**src/fault_irq_pkg.sv**
```systemverilog
// register map, field positions and reset values for the fault status block
// assumes a byte-wide register port driven by the serial configuration logic
package fault_irq_pkg;
    localparam int          DATA_W            = 8;
    localparam int          ADDR_W            = 8;
    localparam int          NUM_INPUTS        = 4;
    localparam int          NUM_UPPER         = 2;
    localparam int          GPIO_W            = 8;
    localparam int          SEL_W             = 3;
    localparam logic [7:0]  INPUT_STATUS_ADDR = 8'h02;
    localparam logic [7:0]  LOOP_STATUS_ADDR  = 8'h03;
    localparam logic [7:0]  INPUT_ENABLE_ADDR = 8'h04;
    localparam logic [7:0]  LOOP_ENABLE_ADDR  = 8'h05;
    localparam logic [7:0]  UPPER_FAULT_ADDR  = 8'h06;
    localparam logic [7:0]  SIGNAL_SEL_ADDR   = 8'h40;
    localparam logic [7:0]  INPUT_ENABLE_RST  = 8'h00;
    localparam logic [7:0]  LOOP_ENABLE_RST   = 8'h00;
    localparam logic [7:0]  UPPER_FAULT_RST   = 8'h00;
    localparam logic [7:0]  SIGNAL_SEL_RST    = 8'h00;
    localparam int          HOLDOVER_BIT      = 0;
    localparam int          UNLOCK_BIT        = 1;
    localparam int          SIGNAL_ABSENT_BIT = 0;
    localparam int          PERIOD_FAULT_BIT  = 1;
    localparam int          RATE_FAULT_BIT    = 2;
    localparam int          TIMER_BIT         = 3;
    localparam int          UPPER_STRIDE      = 4;
    localparam int          SEL_HI_POS        = 4;
endpackage

```
**src/sticky_bits.sv**
```systemverilog
// a row of sticky flags: set pulses win over a clear strobe in the same cycle
// assumes set and clear are synchronous to clock
`timescale 1ns/1ps
module sticky_bits #(
    parameter int W = 8
) (
    // clock and reset
    input  wire logic         clock,
    input  wire logic         rst,
    // events
    input  wire logic [W-1:0] setBits,
    input  wire logic [W-1:0] clearBits,
    // state
    output logic      [W-1:0] flags
);
    logic [W-1:0] flags_q;
    logic [W-1:0] flags_d;

    genvar i;
    generate
        for (i = 0; i < W; i++)
        begin : g_bit
            // set beats clear so an event in the clearing cycle is kept
            assign flags_d[i] = setBits[i] | (flags_q[i] & ~clearBits[i]);
        end
    endgenerate

    always_ff @(posedge clock or posedge rst)
    begin
        if (rst)
            flags_q <= '0;
        else
            flags_q <= flags_d;
    end

    assign flags = flags_q;
endmodule

```
**src/reference_fault_irq_status.sv**
```systemverilog
// enables, sticky fault status and interrupt request for the reference inputs
// assumes a byte-wide register port already decoded from the serial interface
// Notes on behaviour
// input enable gates interrupt and status recording
// holdover enable gates its interrupt and status
// unlock enable gates its interrupt and status
// selected pin high sets sticky signal-absent bit; the code sets it only when the selected level rises
// signal-absent source selectable from any pin
// period monitor fault sets sticky bit unmasked
// coarse or precise rate fault sets sticky
// host separates rate faults by masking monitors
// guard soak timer expiry sets sticky bit
// status set only when enabled; raises request
// sticky bits hold until host writes one
`timescale 1ns/1ps
module reference_fault_irq_status
    import fault_irq_pkg::*;
#(
    parameter int INPUTS = fault_irq_pkg::NUM_INPUTS,
    parameter int PINS   = fault_irq_pkg::GPIO_W
) (
    // clock and reset
    input  wire logic                            clock,
    input  wire logic                            rst,
    // register port
    input  wire logic [fault_irq_pkg::ADDR_W-1:0] regAddr,
    input  wire logic [fault_irq_pkg::DATA_W-1:0] regWrData,
    input  wire logic                            regWrite,
    input  wire logic                            regRead,
    output logic      [fault_irq_pkg::DATA_W-1:0] regRdData,
    // reference and loop monitors
    input  wire logic [INPUTS-1:0]               inputFault,
    input  wire logic                            holdoverEvent,
    input  wire logic                            unlockEvent,
    input  wire logic [1:0]                      periodFault,
    input  wire logic [1:0]                      coarseRateFault,
    input  wire logic [1:0]                      preciseRateFault,
    input  wire logic [1:0]                      timerExpired,
    // general-purpose pins
    input  wire logic [PINS-1:0]                 gpioIn,
    // interrupt request
    output logic                                 irqRequest
);
    import fault_irq_pkg::*;

    // ************************************************************
    // register decode
    // ************************************************************
    wire selInStatus = (regAddr == INPUT_STATUS_ADDR);
    wire selLpStatus = (regAddr == LOOP_STATUS_ADDR);
    wire selInEnable = (regAddr == INPUT_ENABLE_ADDR);
    wire selLpEnable = (regAddr == LOOP_ENABLE_ADDR);
    wire selUpper    = (regAddr == UPPER_FAULT_ADDR);
    wire selSignal   = (regAddr == SIGNAL_SEL_ADDR);

    logic [DATA_W-1:0] inputEnable_q;
    logic [DATA_W-1:0] loopEnable_q;
    logic [DATA_W-1:0] signalSel_q;
    logic [DATA_W-1:0] regRdData_q;
    logic [DATA_W-1:0] regRdData_d;
    logic [1:0]        pinLevel_q;

    always_ff @(posedge clock or posedge rst)
    begin
        if (rst)
        begin
            inputEnable_q <= INPUT_ENABLE_RST;
            loopEnable_q  <= LOOP_ENABLE_RST;
            signalSel_q   <= SIGNAL_SEL_RST;
        end
        else if (regWrite)
        begin
            // reserved enable bits are kept at zero
            if (selInEnable)
                inputEnable_q <= {4'h0, regWrData[3:0]};
            if (selLpEnable)
                loopEnable_q <= {6'h00, regWrData[1:0]};
            // the pin selection is stored whole; its spare bits read back as written
            if (selSignal)
                signalSel_q <= regWrData;
        end
    end

    // ************************************************************
    // signal-absent pin routing
    // ************************************************************
    // pin number per upper input: low nibble for input two, high nibble for three
    wire [SEL_W-1:0] pinSelTwo   = signalSel_q[SEL_W-1:0];
    wire [SEL_W-1:0] pinSelThree = signalSel_q[SEL_HI_POS+SEL_W-1:SEL_HI_POS];
    // a selection past the last pin reads as low instead of unknown
    wire             pinTwoOk    = (int'(pinSelTwo) < PINS);
    wire             pinThreeOk  = (int'(pinSelThree) < PINS);
    wire [1:0]       pinLevel    = {pinThreeOk && gpioIn[pinSelThree],
                                    pinTwoOk && gpioIn[pinSelTwo]};
    // a rising level sets the flag; a held level does not keep re-setting it
    // moving the selection onto a pin that is already high counts as a rise
    wire [1:0]       pinRise     = pinLevel & ~pinLevel_q;

    always_ff @(posedge clock or posedge rst)
    begin
        if (rst)
            // reset high so a pin already high at release sets nothing
            pinLevel_q <= 2'h3;
        else
            pinLevel_q <= pinLevel;
    end

    // ************************************************************
    // sticky status rows
    // ************************************************************
    logic [DATA_W-1:0] inSet;
    logic [DATA_W-1:0] lpSet;
    logic [DATA_W-1:0] upSet;
    logic [DATA_W-1:0] inFlags;
    logic [DATA_W-1:0] lpFlags;
    logic [DATA_W-1:0] upFlags;

    // status registers only ever clear from the port; they are never loaded
    wire wrInStatus = regWrite && selInStatus;
    wire wrLpStatus = regWrite && selLpStatus;
    wire wrUpper    = regWrite && selUpper;

    // write one to clear; a bit written as zero is left alone
    wire [DATA_W-1:0] inClear = wrInStatus ? regWrData : 8'h00;
    wire [DATA_W-1:0] lpClear = wrLpStatus ? regWrData : 8'h00;
    wire [DATA_W-1:0] upClear = wrUpper ? regWrData : 8'h00;

    // ************************************************************
    // enable gating of the recorded events
    // ************************************************************
    // a masked event is dropped here, so it neither records nor requests
    genvar k;
    generate
        for (k = 0; k < DATA_W; k++)
        begin : g_inSet
            if (k < INPUTS)
            begin : g_used
                assign inSet[k] = inputFault[k] & inputEnable_q[k];
            end
            else
            begin : g_spare
                assign inSet[k] = 1'b0;
            end
        end
    endgenerate

    wire holdoverSet = holdoverEvent & loopEnable_q[HOLDOVER_BIT];
    wire unlockSet   = unlockEvent & loopEnable_q[UNLOCK_BIT];
    assign lpSet = {6'h00, unlockSet, holdoverSet};

    genvar r;
    generate
        for (r = 0; r < NUM_UPPER; r++)
        begin : g_upper
            // no enable gates these bits
            assign upSet[r*UPPER_STRIDE+SIGNAL_ABSENT_BIT] = pinRise[r];
            assign upSet[r*UPPER_STRIDE+PERIOD_FAULT_BIT]  = periodFault[r];
            assign upSet[r*UPPER_STRIDE+RATE_FAULT_BIT]    =
                coarseRateFault[r] | preciseRateFault[r];
            assign upSet[r*UPPER_STRIDE+TIMER_BIT]         = timerExpired[r];
        end
    endgenerate

    sticky_bits #(.W(DATA_W)) u_inStatus
    (
        .clock     (clock),
        .rst       (rst),
        .setBits   (inSet),
        .clearBits (inClear),
        .flags     (inFlags)
    );

    sticky_bits #(.W(DATA_W)) u_lpStatus
    (
        .clock     (clock),
        .rst       (rst),
        .setBits   (lpSet),
        .clearBits (lpClear),
        .flags     (lpFlags)
    );

    sticky_bits #(.W(DATA_W)) u_upStatus
    (
        .clock     (clock),
        .rst       (rst),
        .setBits   (upSet),
        .clearBits (upClear),
        .flags     (upFlags)
    );

    // ************************************************************
    // read-back and interrupt
    // ************************************************************
    always_comb
    begin
        if (selInStatus)
            regRdData_d = inFlags;
        else if (selLpStatus)
            regRdData_d = lpFlags;
        else if (selInEnable)
            regRdData_d = inputEnable_q;
        else if (selLpEnable)
            regRdData_d = loopEnable_q;
        else if (selUpper)
            regRdData_d = upFlags;
        else if (selSignal)
            regRdData_d = signalSel_q;
        // unmapped addresses read as zero
        else
            regRdData_d = 8'h00;
    end

    // a read latches the byte once; it then stands until the next read
    always_ff @(posedge clock or posedge rst)
    begin
        if (rst)
            regRdData_q <= 8'h00;
        else if (regRead)
            regRdData_q <= regRdData_d;
    end

    // only the enabled, recorded events drive the request; monitor bits do not
    // the monitor row has no enable, so it is kept off the request
    assign irqRequest = (|inFlags) | (|lpFlags);
    assign regRdData  = regRdData_q;
endmodule

```
**config.mk**
```make
export PLATFORM = sky130hd
export DESIGN_NAME = reference_fault_irq_status
export DESIGN_NICKNAME = d
export VERILOG_FILES = /design/src/fault_irq_pkg.sv /design/src/sticky_bits.sv /design/src/reference_fault_irq_status.sv
export SDC_FILE = /design/constraint.sdc
export NUM_CORES = 1
export LEC_CHECK = 0
export ABC_AREA = 1
export CORE_ASPECT_RATIO = 0.9
export CORE_MARGIN = 8
export CORE_UTILIZATION = 26
export CTS_BUF_LIST = sky130_fd_sc_hd__clkbuf_8 sky130_fd_sc_hd__clkbuf_16
export DETAILED_ROUTE_END_ITERATION = 16
export DONT_BUFFER_PORTS = 1
export GPL_TIMING_DRIVEN = 1
export PLACE_DENSITY_LB_ADDON = 0.3
export SETUP_SLACK_MARGIN = 0.5
export SLEW_MARGIN = 20
export SYNTH_ARGS = -nofsm -noshare
export SYNTH_HDL_FRONTEND = slang
export SYNTH_SLANG_ARGS = --single-unit
```
**constraint.sdc**
```tcl
create_clock -name clock -period 1.95 [get_ports clock]
set_input_delay 0.0975 -clock clock [delete_from_list [all_inputs] [get_ports clock]]
set_output_delay 0.0975 -clock clock [all_outputs]
set_load 0.1 [all_outputs]
```
==> out/summary.txt, run 1 <==
post-route ant nets: 0
root buffer cell: clkbuf_8
routability cong.: 0.8154
CP bufs+invs: 1
Fin Setup TNS: 0 ps
Fin. Hold Viols: 0
first-pass GRT wire length: 12160 um
post-synth top area cell: dfrtp_1
I/O pins: 51
Max clock buf depth: 2
Worst path top cell family by delay: simple AND/OR/NAND/NOR gates
placed cell count: 452
Slew @ Worst Pin: 624.5 ps
chip height: 111.2 um
CP max-delay cell: dfrtp_1
warnings from Yosys: 0
Final min period: 1541 ps
Filler cells: 1021
largest net degree at the start of global routing: 49
worst hold path type: in -> reg
placed inst area: 0.002810 sq mm
Max transition margin: 58.37%
Net Switching: 0.5982 mW
synthesized area per cell: 8.137 sq um
Maximum Capacitance Violations: 0
antenna violations before repair: 0
commonest non-fill, non-tap cell in the layout: nand2_1
Mapped Nets: 364
Area contributors post-synth: dfrtp_1, nand2_1, nand3_1
total track usage: 11.20%
# rows: 34
leading cell types in the layout, fill and taps excluded: nand2_1, dfrtp_1, inv_1
Mapped Area: 0.002620 sq mm
Sw Share: 26.94%
share of post-route cells with drive strength above 1: 15.38%
synthesis-to-finish area growth: 24.45%
Pwr Total: 2.221 mW
worst clock skew: 10.05 ps
total CTS buffers: 5
die width: 121.8 um
Place WS: 644.2 ps
Crit Path Max Fanout: 3
Final Cell Area: 0.003261 sq mm
clock sink count: 48
CTS tree: done
die area: 0.01355 sq mm
delay of the slowest critical-path stage: 430 ps
Core Box Area: 0.009742 sq mm
clock share of power: 34.5%
Gate power share: 14.1%
Final WS setup: 409.1 ps
Seq cells post-synth: 48
Non-Filler Instances: 490
count of input and output buffers: 0
FMAX: 0.6490 GHz
DP HPWL: 5461 um
critical path class: reg -> out
vias in the first global route: 2406
CP Launch Type: register
remaining global-route overflow: 0
area share of the largest cell type after synthesis: 43.94%
Final Max Tran Viols: 0
RSZ-0062 raised after global routing: true
Setup violations, final: 0
per-cell routed wire length: 15.04 um
Max VDD drop: 0.3087 mV
part of the power in registers: 51.4%
Static Leak: 1.631 nW
fin nets: 405
routed vias/inst: 4.663
post-synthesis sequential area ratio: 45.94%
total internal power: 1.622 mW
Initial Util: 26.89%
antenna cell count: 0
final WL: 7368 um
initial detailed-routing violation count: 115
Crit. End Element: primary output
Netlist cell types: 26
Worst-path clk slew: 100 ps
via count: 2285
Mapped Cells: 322
DRC viols: 0
worst hold slack: 23.34 ps
P per Cell Area: 681.0 mW/mm^2
Skew-Pair Late Insertion Delay: 300 ps
Post-Route Utilization: 33.47%
crit-path cells: nor4_4 -> nand4_1 -> buf_6
CTS H-tree lvls: 2
CP required: 1850 ps
CP arrival: 1440 ps
drt pass-1 iters: 4
status: finished clean
period utilization: 79.02%
cell usage after synthesis (all sizes together):
master and instances:
nor4 4, nand3b 4, o31ai 8, o211ai 6, buf 6, nand4 7, a21oi 4, a22o 4
inv 44, nand3 33, nand2 105, o21ai 22, dfstp 2, dfrtp 46, clkinv 2, nor2 25
kinds of logic after synthesis:
| group | synth area share (%) |
|---|---|
| AND/OR/NAND/NOR | 35.05 |
| AO/OA/AOI/OAI | 10.32 |
| buffers and inverters | 8.692 |
| flip-flops | 45.94 |
state kept, by name, summed over array words and instances (netlist names):
name and count:
inputEnable_q 4, regRdData 8, u_lpStatus.flags 8, loopEnable_q 2, u_upStatus.flags 8, pinLevel_q 2
signalSel_q 8, u_inStatus.flags 8
worst reg2reg max path: cells and delay by family, from the launching register on:
kind / cells / cell delay, ps
AOI/OAI and AO/OA: 1 / 220
buffers and inverters: 1 / 550
DFF: 1 / 440
per-layer routing:
layer  part of all wire [%]  GRT usage (%)
met1                     45          14.02
met2                     46          17.88
met3                    6.1          3.259
met4                    2.2          3.698
met5                      0              0
area by class of cell:
type	count	area (sq um)	share of cell area, %
inverters	46	185.2	5.679
clock buffers	6	82.58	2.533
well taps	126	157.7	4.835
multi-input cells	222	1221	37.45
clock inverters	2	38.79	1.190
repair buffers	40	371.6	11.40
flip-flops and latches	48	1204	36.91
power by group through the flow:
| stage | combinational (mW) | clock, mW | sequential [mW] |
|---|---|---|---|
| after floorplan | 0.197 | 0 | 1.13 |
| after global placement | 0.237 | 0 | 1.15 |
| after detailed placement | 0.238 | 0 | 1.15 |
| after CTS | 0.313 | 0.784 | 1.14 |
| after global routing | 0.344 | 0.817 | 1.15 |
| final | 0.312 | 0.766 | 1.14 |
repair_timing:
item | CTS | global route
setup endpoints to repair | 1 | 3
hold endpoints to repair | 80 | 0
buffers inserted | 0 | 4
resized for setup | 5 | 2
hold buffers | 26 | 0
pin swaps | 0 | 1
path summary, 6_finish.rpt:
path                                  endpoint  cells past startpoint                 from  slack [ps]
setup / recovery                    irqRequest                      3  u_lpStatus.flags[2]         410
hold / removal                  signalSel_q[3]                      2         regWrData[3]          20
setup reg to reg           u_inStatus.flags[0]                      2  u_inStatus.flags[0]         640
hold reg to reg            u_upStatus.flags[7]                      2  u_upStatus.flags[7]         490
max in group asynchronous      loopEnable_q[1]                      3                  rst        1130
min in group asynchronous  u_lpStatus.flags[5]                      3                  rst         400
No activity file was read; power rests on OpenSTA's default activity.
==> run 2: changes to the inputs <==
Clock period 1.95 ns to 1.4 ns, I/O delays scaled along.
==> out/summary.txt, run 2 (same netlist as run 1, synthesis figures left out) <==
via count: 2379 (+4.1%)
DRC viols: 0 (unchanged)
routability cong.: 0.8217 (+0.77%)
drt pass-1 iters: 4 (unchanged)
Crit Path Max Fanout: 2 (-1)
first-pass GRT wire length: 12770 um (+5.0%)
root buffer cell: clkbuf_8
period utilization: 110.5%
Final Max Tran Viols: 0 (unchanged)
Skew-Pair Late Insertion Delay: 300 ps (about the same)
Initial Util: 26.89% (unchanged)
fin nets: 420 (+3.7%)
RSZ-0062 raised after global routing: true
Slew @ Worst Pin: 441.0 ps (-183.5 ps)
Worst-path clk slew: 90 ps (about the same)
delay of the slowest critical-path stage: 410 ps (-20 ps)
Final WS setup: -147.0 ps (-556.2 ps)
DP HPWL: 5664 um (+3.7%)
Crit. End Element: primary output
Fin. Hold Viols: 0 (unchanged)
routed vias/inst: 4.711 (+1.0%)
CP arrival: 1480 ps (+40 ps)
antenna violations before repair: 0 (unchanged)
Max clock buf depth: 2 (unchanged)
leading cell types in the layout, fill and taps excluded: nand2_1, inv_1, dfrtp_1
chip height: 111.2 um (unchanged)
antenna cell count: 0 (unchanged)
Max transition margin: 70.54% (+12 points)
final WL: 7677 um (+4.2%)
worst clock skew: 5.478 ps (-4.573 ps)
remaining global-route overflow: 0 (unchanged)
worst hold path type: in -> reg
post-route ant nets: 0 (unchanged)
placed cell count: 456 (+0.88%)
Static Leak: 1.754 nW (+7.6%)
total CTS buffers: 5 (unchanged)
Final Cell Area: 0.003662 sq mm (+12%)
P per Cell Area: 822.9 mW/mm^2 (+21%)
CTS tree: done
vias in the first global route: 2446 (+1.7%)
Max VDD drop: 0.3955 mV (+28%)
failing checks: setup timing
Non-Filler Instances: 505 (+3.1%)
die width: 121.8 um (unchanged)
total track usage: 11.79% (+0.59 points)
critical path class: reg -> out
Final min period: 1547 ps
placed inst area: 0.002935 sq mm (+4.5%)
CP bufs+invs: 1 (unchanged)
initial detailed-routing violation count: 117 (+1.7%)
commonest non-fill, non-tap cell in the layout: nand2_1
worst hold slack: 9.156 ps (-14.19 ps)
# rows: 34 (unchanged)
CP required: 1330 ps (-520 ps)
Filler cells: 998 (-2.3%)
Worst path top cell family by delay: simple AND/OR/NAND/NOR gates
CP Launch Type: register
per-cell routed wire length: 15.20 um (+1.1%)
Core Box Area: 0.009742 sq mm (unchanged)
count of input and output buffers: 0 (unchanged)
synthesis-to-finish area growth: 39.78%
Setup violations, final: 1 (+1)
Maximum Capacitance Violations: 0 (unchanged)
CP max-delay cell: dfrtp_1
status: finished with violations
largest net degree at the start of global routing: 23 (-53%)
FMAX: 0.6464 GHz
clock sink count: 48 (unchanged)
crit-path cells: nor4_4 -> nand4_1 -> buf_12
CTS H-tree lvls: 2 (unchanged)
share of post-route cells with drive strength above 1: 27.97% (+13 points)
Post-Route Utilization: 37.59% (+4.1 points)
die area: 0.01355 sq mm (unchanged)
I/O pins: 51 (unchanged)
-- run 2: changes by cell type in the layout (fill, tap and decap cells not counted), moves of 6 or more --
cell	change
o21ai_0	-6
dfrtp_2	+12
dfrtp_1	-12
nand3_2	+7
nand3_1	-7
buf_12	+11
-- run 2: final timing paths --
| path | start | end | slack [ps] | depth (start not counted) |
|---|---|---|---|---|
| max in group asynchronous | rst | signalSel_q[5] | 660 | 3 |
| min | gpioIn[4] | pinLevel_q[0] | 9 | 4 |
| min reg2reg | u_inStatus.flags[4] | u_inStatus.flags[4] | 500 | 2 |
| min in group asynchronous | rst | u_inStatus.flags[0] | 250 | 2 |
| max | u_lpStatus.flags[7] | irqRequest | -150 | 3 |
| max reg2reg | signalSel_q[0] | regRdData[0] | 290 | 7 |
-- run 2: tightest hold or removal path: cells and delay by family --
family	cells	cell delay, ps
simple gates	1	70
buf+inv	1	50
compound gates	2	100
-- run 2: per-stage QoR --
stage	setup TNS [ps]	setup slack, ps	power, mW
2_1_floorplan	-236.9	-236.9	1.872
3_3_place_gp	0	50.35	1.957
3_5_place_dp	0	40.70	1.966
4_1_cts	-170.7	-170.7	3.028
5_1_grt	-255.7	-255.7	3.180
6_report	-147.0	-147.0	3.014
-- run 2: area by class of cell --
| cell class | count | area, sq um | area share (%) |
|---|---|---|---|
| clock buffer | 6 | 82.58 | 2.255 |
| sequential | 48 | 1219 | 33.28 |
| multi-input combinational | 222 | 1354 | 36.97 |
| timing repair buffer | 55 | 645.6 | 17.63 |
| tap | 126 | 157.7 | 4.305 |
| clock inverter | 2 | 7.507 | 0.2050 |
| inverter | 46 | 196.4 | 5.364 |
-- run 2: repair_timing --
action                                 CTS  global route
gates resized for setup                 51            18
buffers inserted                         9             7
pin swaps                               15            13
setup endpoints to repair               21            37
hold buffers                            25             0
endpoints found under the hold margin   87             0
-- run 2: routing by layer --
metal | wire length, um | global-route usage, % | up-vias
met5 | 0 | 0 | -
met4 | 78 | 3.451 | 0
met3 | 384 | 2.291 | 8
met2 | 3646 | 18.68 | 44
met1 | 3567 | 15.72 | 1165
li1 | - | - | 1162
-- run 2: report_power, final --
| part | internal, mW | switching [mW] |
|---|---|---|
| Combinational | 0.278 | 0.294 |
| Clock | 0.389 | 0.463 |
| Sequential | 1.49 | 0.103 |
